[config.mk]
export PLATFORM = sky130hd
export DESIGN_NAME = prf_filter
export DESIGN_NICKNAME = d
export VERILOG_FILES = /design/src/prf_pkg.sv /design/src/prf_route.sv /design/src/prf_filter.sv
export VERILOG_INCLUDE_DIRS = /design/src
export SDC_FILE = /design/constraint.sdc
export NUM_CORES = 1
export LEC_CHECK = 0
export CORE_ASPECT_RATIO = 1.2
export CORE_MARGIN = 3
export CORE_UTILIZATION = 60
export DETAILED_ROUTE_END_ITERATION = 10
export DONT_BUFFER_PORTS = 1
export PLACE_DENSITY = 0.76
export RECOVER_POWER = 25
export SKIP_LAST_GASP = 1
export SYNTH_ARGS = -nofsm -noshare
export SYNTH_HDL_FRONTEND = slang
export SYNTH_SLANG_ARGS = --single-unit
[constraint.sdc]
create_clock -name clk_i -period 2.9 [get_ports clk_i]
set_input_delay 0.87 -clock clk_i [delete_from_list [all_inputs] [get_ports clk_i]]
set_output_delay 0.87 -clock clk_i [all_outputs]
set_load 0.05 [all_outputs]
[src/prf_defs.svh]
// Overview of operation
// [RULE_01] 32-bit upper-node physical filter plus remote-bus bit
// [RULE_02] check async filters first, then this filter
// [RULE_03] clear bit sends request to async context
// [RULE_04] per-node compare only for local-bus sources
// [RULE_05] remote-bus packets unacknowledged unless bit 31 set
// [RULE_06] bit 31 set accepts all remote-bus requests
// [RULE_07] bit n enables local node n+32
// [RULE_08] set at 110h, clear at 114h, reset zero
// [RULE_09] low filter covers nodes 0 to 31
// [RULE_10] write ones set/clear; reads return filter
`ifndef PRF_DEFS_SVH
`define PRF_DEFS_SVH

// register byte offsets on the wishbone bus
`define PRF_ASYNC_HI_SET    12'h100
`define PRF_ASYNC_HI_CLR    12'h104
`define PRF_ASYNC_LO_SET    12'h108
`define PRF_ASYNC_LO_CLR    12'h10c
`define PRF_PHYS_HI_SET     12'h110
`define PRF_PHYS_HI_CLR     12'h114
`define PRF_PHYS_LO_SET     12'h118
`define PRF_PHYS_LO_CLR     12'h11c
`define PRF_PHYS_UPPER      12'h120

// filter reset value
`define PRF_FILTER_RST      32'h0000_0000

// field positions in the high filters
`define PRF_ALL_BUS_BIT     5'd31
`define PRF_HI_NODE_BASE    6'h20
`define PRF_BROADCAST_NODE  6'h3f

// bus id meaning "this bus"
`define PRF_LOCAL_BUS_ALIAS 10'h3ff

`endif

[src/prf_pkg.sv]
package prf_pkg;

    // source of an incoming request packet
    typedef struct packed {
        logic [9:0] bus_id;   // source bus number
        logic [5:0] node_id;  // source physical node number
    } prf_src_s;

    // routing outcome of one request
    typedef enum logic [1:0] {
        PRF_TO_PHYSICAL,
        PRF_TO_ASYNC,
        PRF_NO_ACK
    } prf_route_e;

    // registered decision handed to the receive logic
    typedef struct packed {
        prf_route_e route;   // where the packet goes
        prf_src_s   src;     // echo of the source
    } prf_decision_s;

    // snapshot of the four filters
    typedef struct packed {
        logic [31:0] async_hi;
        logic [31:0] async_lo;
        logic [31:0] phys_hi;
        logic [31:0] phys_lo;
    } prf_filters_s;

endpackage

[src/prf_route.sv]
`timescale 1ns/1ns
`include "prf_defs.svh"

module prf_route
(
    // request source and bus identity
    input  wire prf_pkg::prf_src_s     src_i,
    input  wire logic [9:0]            local_bus_id_i,
    // current filter contents
    input  wire prf_pkg::prf_filters_s filt_i,
    // routing outcome
    output prf_pkg::prf_route_e        route_o
);

    // picks a node's bit out of a low/high filter pair
    function automatic logic node_bit(input logic [31:0] lo, input logic [31:0] hi,
                                      input logic [5:0] node);
        logic [5:0] idx;
        idx = node - `PRF_HI_NODE_BASE;
        if (node == `PRF_BROADCAST_NODE)
            node_bit = 1'b0;                       // no filter bit for broadcast
        else if (node < `PRF_HI_NODE_BASE)
            node_bit = lo[node[4:0]];              // RULE_09
        else
            node_bit = hi[idx[4:0]];               // RULE_07
    endfunction

    logic is_local;   // source on our own bus
    logic async_ok;   // async filter admits node
    logic phys_ok;    // physical filter admits node

    // routing decision
    always_comb
    begin
        is_local = (src_i.bus_id == `PRF_LOCAL_BUS_ALIAS) || (src_i.bus_id == local_bus_id_i);
        async_ok = node_bit(filt_i.async_lo, filt_i.async_hi, src_i.node_id);
        phys_ok  = node_bit(filt_i.phys_lo, filt_i.phys_hi, src_i.node_id);
        if (!is_local)
        begin
            // remote bus: only the all-buses bit matters
            if (filt_i.phys_hi[`PRF_ALL_BUS_BIT])
                route_o = prf_pkg::PRF_TO_PHYSICAL;   // RULE_06
            else
                route_o = prf_pkg::PRF_NO_ACK;        // RULE_05
        end
        else if (!async_ok)
            route_o = prf_pkg::PRF_NO_ACK;            // RULE_02
        else if (phys_ok)
            route_o = prf_pkg::PRF_TO_PHYSICAL;       // RULE_04
        else
            route_o = prf_pkg::PRF_TO_ASYNC;          // RULE_03
    end

endmodule // prf_route

[src/prf_filter.sv]
`timescale 1ns/1ns
`include "prf_defs.svh"

module prf_filter
(
    // clock and reset
    input  wire logic                   clk_i,
    input  wire logic                   rst_i,
    // wishbone classic slave
    input  wire logic                   cyc_i,
    input  wire logic                   stb_i,
    input  wire logic                   we_i,
    input  wire logic [11:0]            adr_i,
    input  wire logic [3:0]             sel_i,
    input  wire logic [31:0]            dat_i,
    output logic [31:0]                 dat_o,
    output logic                        ack_o,
    // incoming physical request from the receiver
    input  wire logic                   req_valid_i,
    input  wire prf_pkg::prf_src_s      req_src_i,
    input  wire logic [9:0]             local_bus_id_i,
    // routing decision
    output logic                        dec_valid_o,
    output prf_pkg::prf_decision_s      dec_o,
    // live physical high filter contents
    output logic [31:0]                 phys_hi_o
);

    // decoded register access
    typedef struct packed {
        logic       hit;     // mapped filter offset
        logic [1:0] idx;     // which filter
        logic       clr;     // clear half of the pair
        logic       zero;    // reads-as-zero register
    } prf_dec_s;

    // address decode, used for read and write
    function automatic prf_dec_s decode(input logic [11:0] a);
        prf_dec_s d;
        d = '0;
        unique case (a)
            `PRF_ASYNC_HI_SET: d = '{1'b1, 2'd0, 1'b0, 1'b0};
            `PRF_ASYNC_HI_CLR: d = '{1'b1, 2'd0, 1'b1, 1'b0};
            `PRF_ASYNC_LO_SET: d = '{1'b1, 2'd1, 1'b0, 1'b0};
            `PRF_ASYNC_LO_CLR: d = '{1'b1, 2'd1, 1'b1, 1'b0};
            `PRF_PHYS_HI_SET:  d = '{1'b1, 2'd2, 1'b0, 1'b0}; // RULE_08
            `PRF_PHYS_HI_CLR:  d = '{1'b1, 2'd2, 1'b1, 1'b0}; // RULE_08
            `PRF_PHYS_LO_SET:  d = '{1'b1, 2'd3, 1'b0, 1'b0};
            `PRF_PHYS_LO_CLR:  d = '{1'b1, 2'd3, 1'b1, 1'b0};
            `PRF_PHYS_UPPER:   d = '{1'b0, 2'd0, 1'b0, 1'b1};
            default:           d = '0;
        endcase
        decode = d;
    endfunction

    // byte enables widened to a bit mask
    function automatic logic [31:0] lane_mask(input logic [3:0] s);
        lane_mask = {{8{s[3]}}, {8{s[2]}}, {8{s[1]}}, {8{s[0]}}};
    endfunction

    // filter storage: async hi/lo, physical hi/lo
    logic [31:0] filt_q [4];
    logic [31:0] filt_d [4];
    // bus answer
    logic        ack_q;
    logic        ack_d;
    logic [31:0] rdat_q;
    logic [31:0] rdat_d;
    // routing decision
    logic                   dv_q;
    logic                   dv_d;
    prf_pkg::prf_decision_s dec_q;
    prf_pkg::prf_decision_s dec_d;
    // helpers
    prf_dec_s               acc;       // current access decode
    logic                   take;      // bus access taken this edge
    logic [31:0]            wmask;     // ones written, per lane
    prf_pkg::prf_filters_s  filt_all;  // filters for the router
    prf_pkg::prf_route_e    route;     // router answer

    // an access is answered one edge after it appears
    assign take = cyc_i & stb_i & ~ack_q;
    assign acc  = decode(adr_i);
    assign wmask = dat_i & lane_mask(sel_i);

    // register next values
    always_comb
    begin
        for (int i = 0; i < 4; i++)
            filt_d[i] = filt_q[i];
        // writing ones sets or clears, zeros leave bits alone
        if (take && we_i && acc.hit)
        begin
            if (acc.clr)
                filt_d[acc.idx] = filt_q[acc.idx] & ~wmask;   // RULE_10
            else
                filt_d[acc.idx] = filt_q[acc.idx] | wmask;    // RULE_10
        end
    end

    // filter flops
    always_ff @(posedge clk_i)
    begin
        if (rst_i)
        begin
            for (int i = 0; i < 4; i++)
                filt_q[i] <= `PRF_FILTER_RST;                 // RULE_08
        end
        else
        begin
            for (int i = 0; i < 4; i++)
                filt_q[i] <= filt_d[i];
        end
    end

    // bus answer next values
    always_comb
    begin
        ack_d  = take;
        rdat_d = rdat_q;
        if (take)
        begin
            // either offset of a pair reads the filter
            if (acc.hit && !we_i)
                rdat_d = filt_q[acc.idx];                     // RULE_10
            else
                rdat_d = 32'h0000_0000;   // writes, upper bound, unmapped
        end
    end

    // bus answer flops
    always_ff @(posedge clk_i)
    begin
        if (rst_i)
        begin
            ack_q  <= 1'b0;
            rdat_q <= 32'h0000_0000;
        end
        else
        begin
            ack_q  <= ack_d;
            rdat_q <= rdat_d;
        end
    end

    // filter contents gathered for routing
    always_comb
    begin
        filt_all.async_hi = filt_q[0];
        filt_all.async_lo = filt_q[1];
        filt_all.phys_hi  = filt_q[2];                        // RULE_01
        filt_all.phys_lo  = filt_q[3];
    end

    // per-packet router
    prf_route u_route
    (
        .src_i          (req_src_i),
        .local_bus_id_i (local_bus_id_i),
        .filt_i         (filt_all),
        .route_o        (route)
    );

    // decision next values
    always_comb
    begin
        dv_d  = req_valid_i;
        dec_d = dec_q;
        if (req_valid_i)
        begin
            dec_d.route = route;                              // RULE_02
            dec_d.src   = req_src_i;
        end
    end

    // decision flops
    always_ff @(posedge clk_i)
    begin
        if (rst_i)
        begin
            dv_q  <= 1'b0;
            dec_q <= '{prf_pkg::PRF_NO_ACK, 16'h0000};
        end
        else
        begin
            dv_q  <= dv_d;
            dec_q <= dec_d;
        end
    end

    // outputs
    assign ack_o       = ack_q;
    assign dat_o       = rdat_q;
    assign dec_valid_o = dv_q;
    assign dec_o       = dec_q;
    assign phys_hi_o   = filt_q[2];

endmodule // prf_filter

Word level (Yosys, flattened, before mapping)
Memories as Yosys holds them, arrays and structs flattened.
Index checks and enable logic that the tools add are counted.
{ "op_classes": {"n_eq_ne": 12, "bitwise_logic": 12, "magnitude_cmp": 5, "addsub": 1, "reduce_logical": 6, "n_mux": 31} }
{ "op_table": {"columns": ["op", "count"], "rows": [
  ["128-bit bitwise mux", 2],
  ["128-bit two-way mux", 2],
  ["32-bit two-way mux", 6],
  ["12-bit by 9-bit == test with 1-bit output, second input constant", 9],
  ["32-bit AND", 2],
  ["32-bit demux with 2-bit select", 1],
  ["5-bit case mux with 9 select lines", 1],
  ["32-bit inverter", 1],
  ["32-bit OR", 1],
  ["1-bit binary-select mux with 5-bit select", 4],
  ["5-bit by 6-bit < comparator with 1-bit output, second input constant", 2],
  ["1-bit two-way mux", 12],
  ["10-bit == test", 1],
  ["10-bit == test, second input constant", 1],
  ["6-bit == test, second input constant", 1],
  ["6-bit < comparator, second input constant", 1],
  ["2-bit two-way mux", 3],
  ["5-bit by 1-bit subtractor with 5-bit output, second input constant", 1],
  ["1-bit logical AND", 4],
  ["1-bit OR", 4],
  ["3-bit >= comparator, second input constant", 1],
  ["3-bit by 1-bit < comparator with 1-bit output, second input constant", 1],
  ["2-bit inverter with 3-bit output", 1],
  ["1-bit AND", 2],
  ["other kinds (3)", 3]
]} }
{ "word_totals": {"input_bits": 80, "word_cells": 74, "mem_count": 1, "out_inout_bits": 84, "reg_bits": 52, "ram_bits": 128} }
{ "memory_table": {"columns": ["name", "depth", "word_bits", "read_ports", "rd_clocked_by_memory_dff", "wr", "line", "rtl"], "rows": [
  ["filt_q", 4, 32, 5, 0, 4, "prf_filter.sv:62", "logic [31:0] filt_q [4];"]
]} }

Depth between registers and ports, before layout
Gate-level depths: netlist of the first run.
{ "logic_depth": {"ltp_word": 11, "ltp_mapped": 9} }

By module
Synthesis of the first run repeated with hierarchy kept, for this count alone.
{ "hier_totals": {"hier_cells": 1173, "hier_area_um2": 10113.4} }
{ "modules_own_cells": {"columns": ["module", "cells_per_inst", "n_inst", "area_each_um2"], "rows": [
  ["prf_filter", 1034, 1, 8783.4],
  ["prf_route", 139, 1, 1330.0]
]} }

Worst setup path before layout of the first run
No wires, ideal clock.
{ "synth_path": {"kind": "input port to flip-flop", "start": "input req_src_i[1] (netlist bit)", "end": "register dec_q (netlist bit dec_o[17])", "setup_ps": 61, "n_path_buf": 2, "setup_slack_ps": 287, "arrival_ps": 2552, "stages": 7, "cell_sequence": "buf_2 buf_2 mux2_2 o311ai_0 o31ai_1 o31ai_1 a311o_1"} }
{ "synth_via": {"elab_chain_cells": 7, "elab_cells_between_ends": 11} }
{ "synth_rtl": {"columns": ["element", "line", "rtl"], "rows": [
  ["start: declaration", "prf_filter.sv:20", "input wire prf_pkg::prf_src_s req_src_i,"],
  ["5-bit by 1-bit subtractor with 5-bit output (no source line)", null, null],
  ["1-bit binary-select mux with 5-bit select", "prf_route.sv:25", "node_bit = hi[idx[4:0]];"],
  ["1-bit two-way mux (implied by the code)", "prf_route.sv:25", null],
  ["1-bit two-way mux", "prf_route.sv:22", "else if (node < `PRF_HI_NODE_BASE)"],
  ["1-bit two-way mux (*)", "prf_route.sv:20", "if (node == `PRF_BROADCAST_NODE)"],
  ["2-bit two-way mux (*)", "prf_route.sv:46", "else if (!async_ok)"],
  ["2-bit two-way mux (*)", "prf_route.sv:38", "if (!is_local)"],
  ["end signal: assignment", "prf_filter.sv:182", "dec_q <= '{prf_pkg::PRF_NO_ACK, 16'h0000};"],
  ["end: declaration", "prf_filter.sv:72", "prf_pkg::prf_decision_s dec_q;"]
]} }
Every way passes the cells marked *; elsewhere a longest branch is shown, timed or not. The select of a mux whose other input is x is not followed.
A chain may end at the register's enable or synchronous reset.

==> results of run 1 <==
==> per-stage QoR <==
stage               cell area [um2]  setup slack (ps)  power, mW  std cells  hold WS, ps
finish                         9420               562       5.23        985          512
global route                   9420               426       5.38        985          505
CTS                            9420               581       5.26        985          506
detailed placement             8780               128       2.78        955          502
global placement               8780               230       2.78        955          488
floorplan                      8880               287       2.82        873          484
==> path summary, 6_finish.rpt <==
path / start / end / slack [ps] / depth (start not counted)
max: adr_i[7] / filt_q[0][31]$_SDFFE_PP0P_ / 560 / 7
min: filt_q[0][2]$_SDFFE_PP0P_ / filt_q[0][2]$_SDFFE_PP0P_ / 510 / 2
max reg2reg: filt_q[1][27]$_SDFFE_PP0P_ / dec_o[17]$_SDFFE_PP1P_ / 850 / 6
min reg2reg: filt_q[0][2]$_SDFFE_PP0P_ / filt_q[0][2]$_SDFFE_PP0P_ / 510 / 2
==> where the power goes <==
| group | switching, mW | internal [mW] | total, mW |
|---|---|---|---|
| sequential | 0.0608 | 2.49 | 2.55 |
| combinational | 0.0862 | 0.0940 | 0.180 |
| clock | 0.955 | 1.55 | 2.50 |
| total | 1.10 | 4.13 | 5.23 |
==> metal layers <==
metal / up-vias / global-route usage / wire, um
met4: 0 / 0.128 / 884
met5: - / 0 / 0
met3: 54 / 0.0587 / 1670
li1: 3057 / - / -
met2: 315 / 0.460 / 11600
met1: 3356 / 0.371 / 8850
==> cells by family (layout without fill, tap and decap cells) <==
kind of cell | Yosys count | after routing
buffers and inverters | 113 | 50
AOI/OAI and AO/OA | 187 | 187
xor gates and xnor gates | 10 | 10
DFF | 180 | 180
and+or+nand+nor | 262 | 262
muxes | 121 | 121
==> cell type report <==
class	count	share of cell area
well taps	175	0.0232
clock buffers	18	0.0466
clock inverters	12	0.0218
inverters	3	0.00120
multi-input cells	580	0.499
repair buffers	17	0.0251
flip-flops and latches	180	0.383
==> critical path, delay by kind of cell <==
| family | cells | cell delay (ps) |
|---|---|---|
| simple gates | 5 | 1320 |
| compound gates | 1 | 240 |
| buf+inv | 1 | 210 |
==> cells in the mapped netlist (4+ instances only) <==
| cell type | count | area share |
|---|---|---|
| a211oi_1 | 133 | 0.11 |
| a22oi_1 | 35 | 0.030 |
| a31oi_1 | 4 | 0.0028 |
| buf_1 | 16 | 0.0068 |
| buf_2 | 21 | 0.012 |
| buf_4 | 35 | 0.030 |
| clkbuf_1 | 38 | 0.016 |
| dfxtp_1 | 180 | 0.41 |
| mux2i_1 | 33 | 0.037 |
| mux2i_2 | 28 | 0.043 |
| mux4_2 | 58 | 0.15 |
| nand2_1 | 37 | 0.016 |
| nand3_1 | 5 | 0.0028 |
| nand3b_1 | 4 | 0.0034 |
| nor2_1 | 182 | 0.077 |
| nor2b_1 | 8 | 0.0056 |
| xor2_1 | 10 | 0.0099 |
==> state kept, by name, indices dropped and copies added (netlist names) <==
register,count
ack_o,1
dat_o,32
dec_o,18
dec_valid_o,1
filt_q,128
==> impl_metrics.yaml, run 1 <==
synth:
  synth_fa_ha_area_frac: 0
  synth.ff_latch_count: 180
  ys_async_sr_fraction: 0
  postSynthNetCount: 953
  post_synth_and_or_nand_nor_area_fraction: 0.130
  synth_edf_count: 0
  synth.distinct_cells: 45
  synthMuxAreaShare: 0.230
  synthCells: 873
  ys_warn_count: 0
  synth_top_family_by_area: "multiplexers"
  syn_area_um2: 8880
  synth_xor_area_frac: 0.00986
  ys_seq_area_frac: 0.406
  syn_area_per_cell_um2: 10.2
  synth-compound-area-share: 0.159
  synthFlopType: "dfxtp_1"
detailed_routing:
  final_antenna_net_count: 0
  drc: 0
  drt_wl_total_um: 23000
  drt_iter0_drc: 661
  vias: 6782
  routed_via_density: 6.89
  drtPass1Iterations: 5
  wl_per_cell_um: 23.4
clock_tree:
  worstSkewPairLatency_ps: 430
  cts_htree_levels: 4
  ctsResizeCount: 0
  cts_setup_buffers: 0
  cts-buffers-inserted: 17
  clk_path_buf_depth: 2
  holdBufCountCts: 0
  cts_sinks: 180
  cts_root_buf: "clkbuf_16"
  tritoncts: "built"
  path_clk_slew_ps: 60
floorplanning:
  num_rows: 48
  io-pin-count: 164
  die_h_um: 139
  die_w_um: 117
  initial_core_util: 0.616
  core_um2: 14400
  die_area_um2: 16300
flow_run:
  max_cap_violations: 0
finish:
  syn2layout_area_growth_pct: 6.04
  diodes: 0
  final_common_cell: "nor2_1"
  final_util: 0.653
  fillers: 1132
  final_cell_mix: "182 x nor2_1, 180 x dfxtp_1, 133 x a211oi_1"
  nets: 879
  drive_gt1_frac: 0.180
  multi_input_area_um2: 4700
  seqCellArea_um2: 3600
outcome:
  run_status: "finished, final reports clean"
global_routing:
  grtUsageTotal: 0.286
  antenna_found_initial: 0
  grt.overflow.total: 0
  grt_pass1_vias: 6500
  grt_pass1_wl_um: 36300
  grt_max_degree: 181
critical_path:
  worst_ep_required_time_ps: 3230
  cp_slowest_stage_delay_ps: 560
  critPathCaptureType: "flip-flop"
  cp-start-kind: "primary input"
  crit_path_max_fanout: 32
  crit_slowest_cell: "or4_4"
  crit_type: "in -> reg"
  worstPathCellList: "nor4_4 > nand3_1 > or4_4 > nor2_4 > buf_12 > nor2_1 > a211oi_1"
  cp.arrival_ps: 2670
sta:
  finalHoldViolCount: 0
  drv_slew: 0
  fmax_mhz: 428
  setup_violations: 0
  period_minus_slack_ps: 2340
  clock_skew_ps: 6.58
  setup_tns_ps: 0
  maxSlewHeadroom: 0.547
  period_share: 0.806
  rsz0062_at_grt: "no"
  worst_slew_pin_slew_ps: 678
placed_design:
  port_buffers: 0
  gp_routability_congestion: 0.805
  dp_hpwl_um: 15600
power_and_ir_drop:
  ir_drop_mv: 0.320
  p_leak_nw: 3.14
  powerDensity_nw_per_um2: 555
min_path:
  min_path_type: "reg -> reg"
Power figures use the tool's default switching activity.
==> run 2: changes to the inputs <==
--- a/config.mk
+++ b/config.mk
@@ -6,6 +6,7 @@
 export SDC_FILE = /design/constraint.sdc
 export NUM_CORES = 1
 export LEC_CHECK = 0
+export ABC_AREA = 1
 export CORE_ASPECT_RATIO = 1.2
 export CORE_MARGIN = 3
 export CORE_UTILIZATION = 60
==> constraint.sdc (replaced) <==
create_clock -name clk_i -period 2.2 [get_ports clk_i]
set_input_delay 0.66 -clock clk_i [delete_from_list [all_inputs] [get_ports clk_i]]
set_output_delay 0.66 -clock clk_i [all_outputs]
set_load 0.05 [all_outputs]
==> run 2 against run 1 <==
  * Sequential share of layout area down 8.0 points
  * Count of clock-buffer cells in the layout up 1
  * Clock power up 20%
  * Register-to-register slack worse by 350 ps
  * Cell count up 110%
  * Critical path type unchanged
  * Synthesized cell count up 110%
  * Largest power group unchanged
==> impl_metrics.yaml, run 2 <==
critical_path:
  crit_slowest_cell: "or2_4"
  cp.arrival_ps: 2400
  crit_type: "in -> reg"
  reg2reg_slack_ps: 500
  worst_ep_required_time_ps: 2530
  r2r_cells: 9
  cp_slowest_stage_delay_ps: 260
  critPathMostFrequentCell: "nand2_1"
  critPathCaptureType: "flip-flop"
  timing.rr.start: "filt_q[2][0]$_SDFFE_PP0P_"
  crit_path_max_fanout: 8
  worstPathCellList: "or2_4 > nor2_2 > nand2_2 > nor2_4 > inv_2 > nor2_4 > buf_4 > nand2_1 > nand2_1 > nor2_1 > nand2_1 > nand3_1 > nand2_1 > inv_1"
  r2r_end: "dec_o[16]$_SDFFE_PP0P_"
  cp-start-kind: "primary input"
clock_tree:
  cts_setup_buffers: 0
  cts_root_buf: "clkbuf_16"
  holdBufCountCts: 0
  cts_htree_levels: 4
  path_clk_slew_ps: 70
  tritoncts: "built"
  clk_path_buf_depth: 2
  worstSkewPairLatency_ps: 430
  cts-buffers-inserted: 17
  cts_sinks: 180
min_path:
  hold_end: "dat_o[13]$_SDFFE_PP0P_"
  min-delay-start: "rst_i"
  min_path_type: "in -> reg"
  holdPathStages: 1
synth:
  synth_area_leader_cell: "dfxtp_1"
  synth_edf_count: 0
  synthTopCellsByCount: "599 x nand2_1, 309 x inv_1, 269 x nand3_1"
  syn_area_per_cell_um2: 5.92
  yosys-top-cells-area: "dfxtp_1 33%, nand2_1 21%, nand3_1 12%, inv_1 11%, a21oi_1 8.3%"
  syn_area_um2: 10800
  ys_warn_count: 0
  synthCells: 1818
  netlist.area_leader.share: 0.335
  postSynthNetCount: 1898
  synthFlopType: "dfxtp_1"
  synth_most_common_cell: "nand2_1"
  ys_seq_area_frac: 0.335
  ys_async_sr_fraction: 0
  synth.distinct_cells: 31
  synth.ff_latch_count: 180
detailed_routing:
  top_layer_used: "met4"
  vias: 11300
  wl_met1_um: 13200
  wl_per_cell_um: 15.8
  drc: 0
  drt_wl_total_um: 32500
  final_antenna_net_count: 0
  route.met2.wl_um: 15300
  drt_iter0_drc: 1059
  routed_via_density: 5.49
  wl_met3_um: 3180
  drtPass1Iterations: 6
floorplanning:
  die_area_um2: 19600
  initial_core_util: 0.613
  num_rows: 53
  die_w_um: 128
  die_h_um: 153
  io-pin-count: 164
  core_um2: 17600
sta:
  period_share: 0.942
  worst_slew_pin_slew_ps: 789
  hold_ws_ps: 291
  rsz0062_at_grt: "no"
  clock_skew_ps: 9.05
  period_minus_slack_ps: 2070
  fmax_mhz: 483
  setup_violations: 0
  drv_slew: 0
  maxSlewHeadroom: 0.474
  setup_tns_ps: 0
  finalHoldViolCount: 0
power_and_ir_drop:
  swShare: 0.255
  power_mw: 6.75
  clkPwrFrac: 0.444
  powerDensity_nw_per_um2: 567
  power_frac_seq: 0.498
  p_leak_nw: 6.08
  netSwitchingPower_mw: 1.72
  p_comb_frac: 0.057
  p_int_mw: 5.03
  ir_drop_mv: 0.531
global_routing:
  grt_max_degree: 181
  grt_pass1_wl_um: 51600
  grt.overflow.total: 0
  grt_pass1_vias: 10400
  antenna_found_initial: 0
  grtUsageTotal: 0.323
placed_design:
  dp_hpwl_um: 21800
  port_buffers: 0
  place_inst: 2027
  gp_routability_congestion: 0.896
finish:
  multi_input_area_um2: 5250
  diodes: 0
  syn2layout_area_growth_pct: 10.5
  drive_gt1_frac: 0.0821
  largest_reg_flops: 128
  final_common_cell: "nand2_1"
  nets: 1906
  regMostFlops: "filt_q"
  final_cell_mix: "599 x nand2_1, 309 x inv_1, 269 x nand3_1"
  seqCellArea_um2: 3600
  final_cells: 2059
  fillers: 1595
flow_run:
  max_cap_violations: 0
outcome:
  run_status: "finished, final reports clean"
==> run 2: critical path, delay by kind of cell <==
kind / cells / cell delay, ps
simple gates: 11 / 1390
buf+inv: 3 / 350
==> run 2: worst max-delay path by stage <==
stage	startpoint	to	slack (ps)	cells after the start
after floorplan	adr_i[1]	filt_q[0][25]$_SDFFE_PP0P_	60	14
after global placement	adr_i[1]	filt_q[1][8]$_SDFFE_PP0P_	-220	14
after detailed placement	adr_i[1]	filt_q[2][18]$_SDFFE_PP0P_	-260	14
after CTS	adr_i[1]	filt_q[1][8]$_SDFFE_PP0P_	170	14
after global routing	adr_i[1]	filt_q[1][8]$_SDFFE_PP0P_	10	14
final	adr_i[1]	filt_q[1][8]$_SDFFE_PP0P_	130	14
==> run 2: layer usage <==
layer	global-route usage	vias to the layer above
li1	-	5591
met1	0.419	5024
met2	0.533	627
met3	0.0600	70
met4	0.121	0
met5	0	-
==> run 2: area by class of cell <==
| type | count | share of cell area |
|---|---|---|
| Clock buffer | 19 | 0.0372 |
| Clock inverter | 13 | 0.0104 |
| Inverter | 322 | 0.102 |
| Multi-Input combinational cell | 1183 | 0.441 |
| Sequential cell | 180 | 0.303 |
| Tap cell | 220 | 0.0231 |
| Timing Repair Buffer | 122 | 0.0845 |
==> run 2: power groups by stage <==
| stage | Clock, mW | Sequential, mW | Combinational (mW) |
|---|---|---|---|
| after floorplan | 0 | 3.44 | 0.353 |
| after global placement | 0 | 3.44 | 0.378 |
| after detailed placement | 0 | 3.44 | 0.382 |
| after CTS | 3.02 | 3.36 | 0.385 |
| after global routing | 3.16 | 3.36 | 0.435 |
| final | 3.00 | 3.36 | 0.388 |
==> run 2: metrics by stage <==
step	setup WS (ps)	cell area, um2	util
after CTS	175	12000	0.684
after floorplan	62.9	10800	-
after detailed placement	-258	11500	0.652
after global placement	-215	11500	0.652
final	128	11900	0.678
after global routing	14.3	11900	0.678
==> run 2: cell families after synthesis <==
| logic type | share of synthesized area |
|---|---|
| simple gates | 0.376 |
| flops | 0.335 |
| compound gates | 0.105 |
| buf+inv | 0.179 |
| xor+xnor | 0.00488 |
==> run 2: what timing repair did <==
action | CTS | global route
hold endpoints to repair | 0 | 0
setup endpoints to repair | 0 | 43
resized for setup | 0 | 1
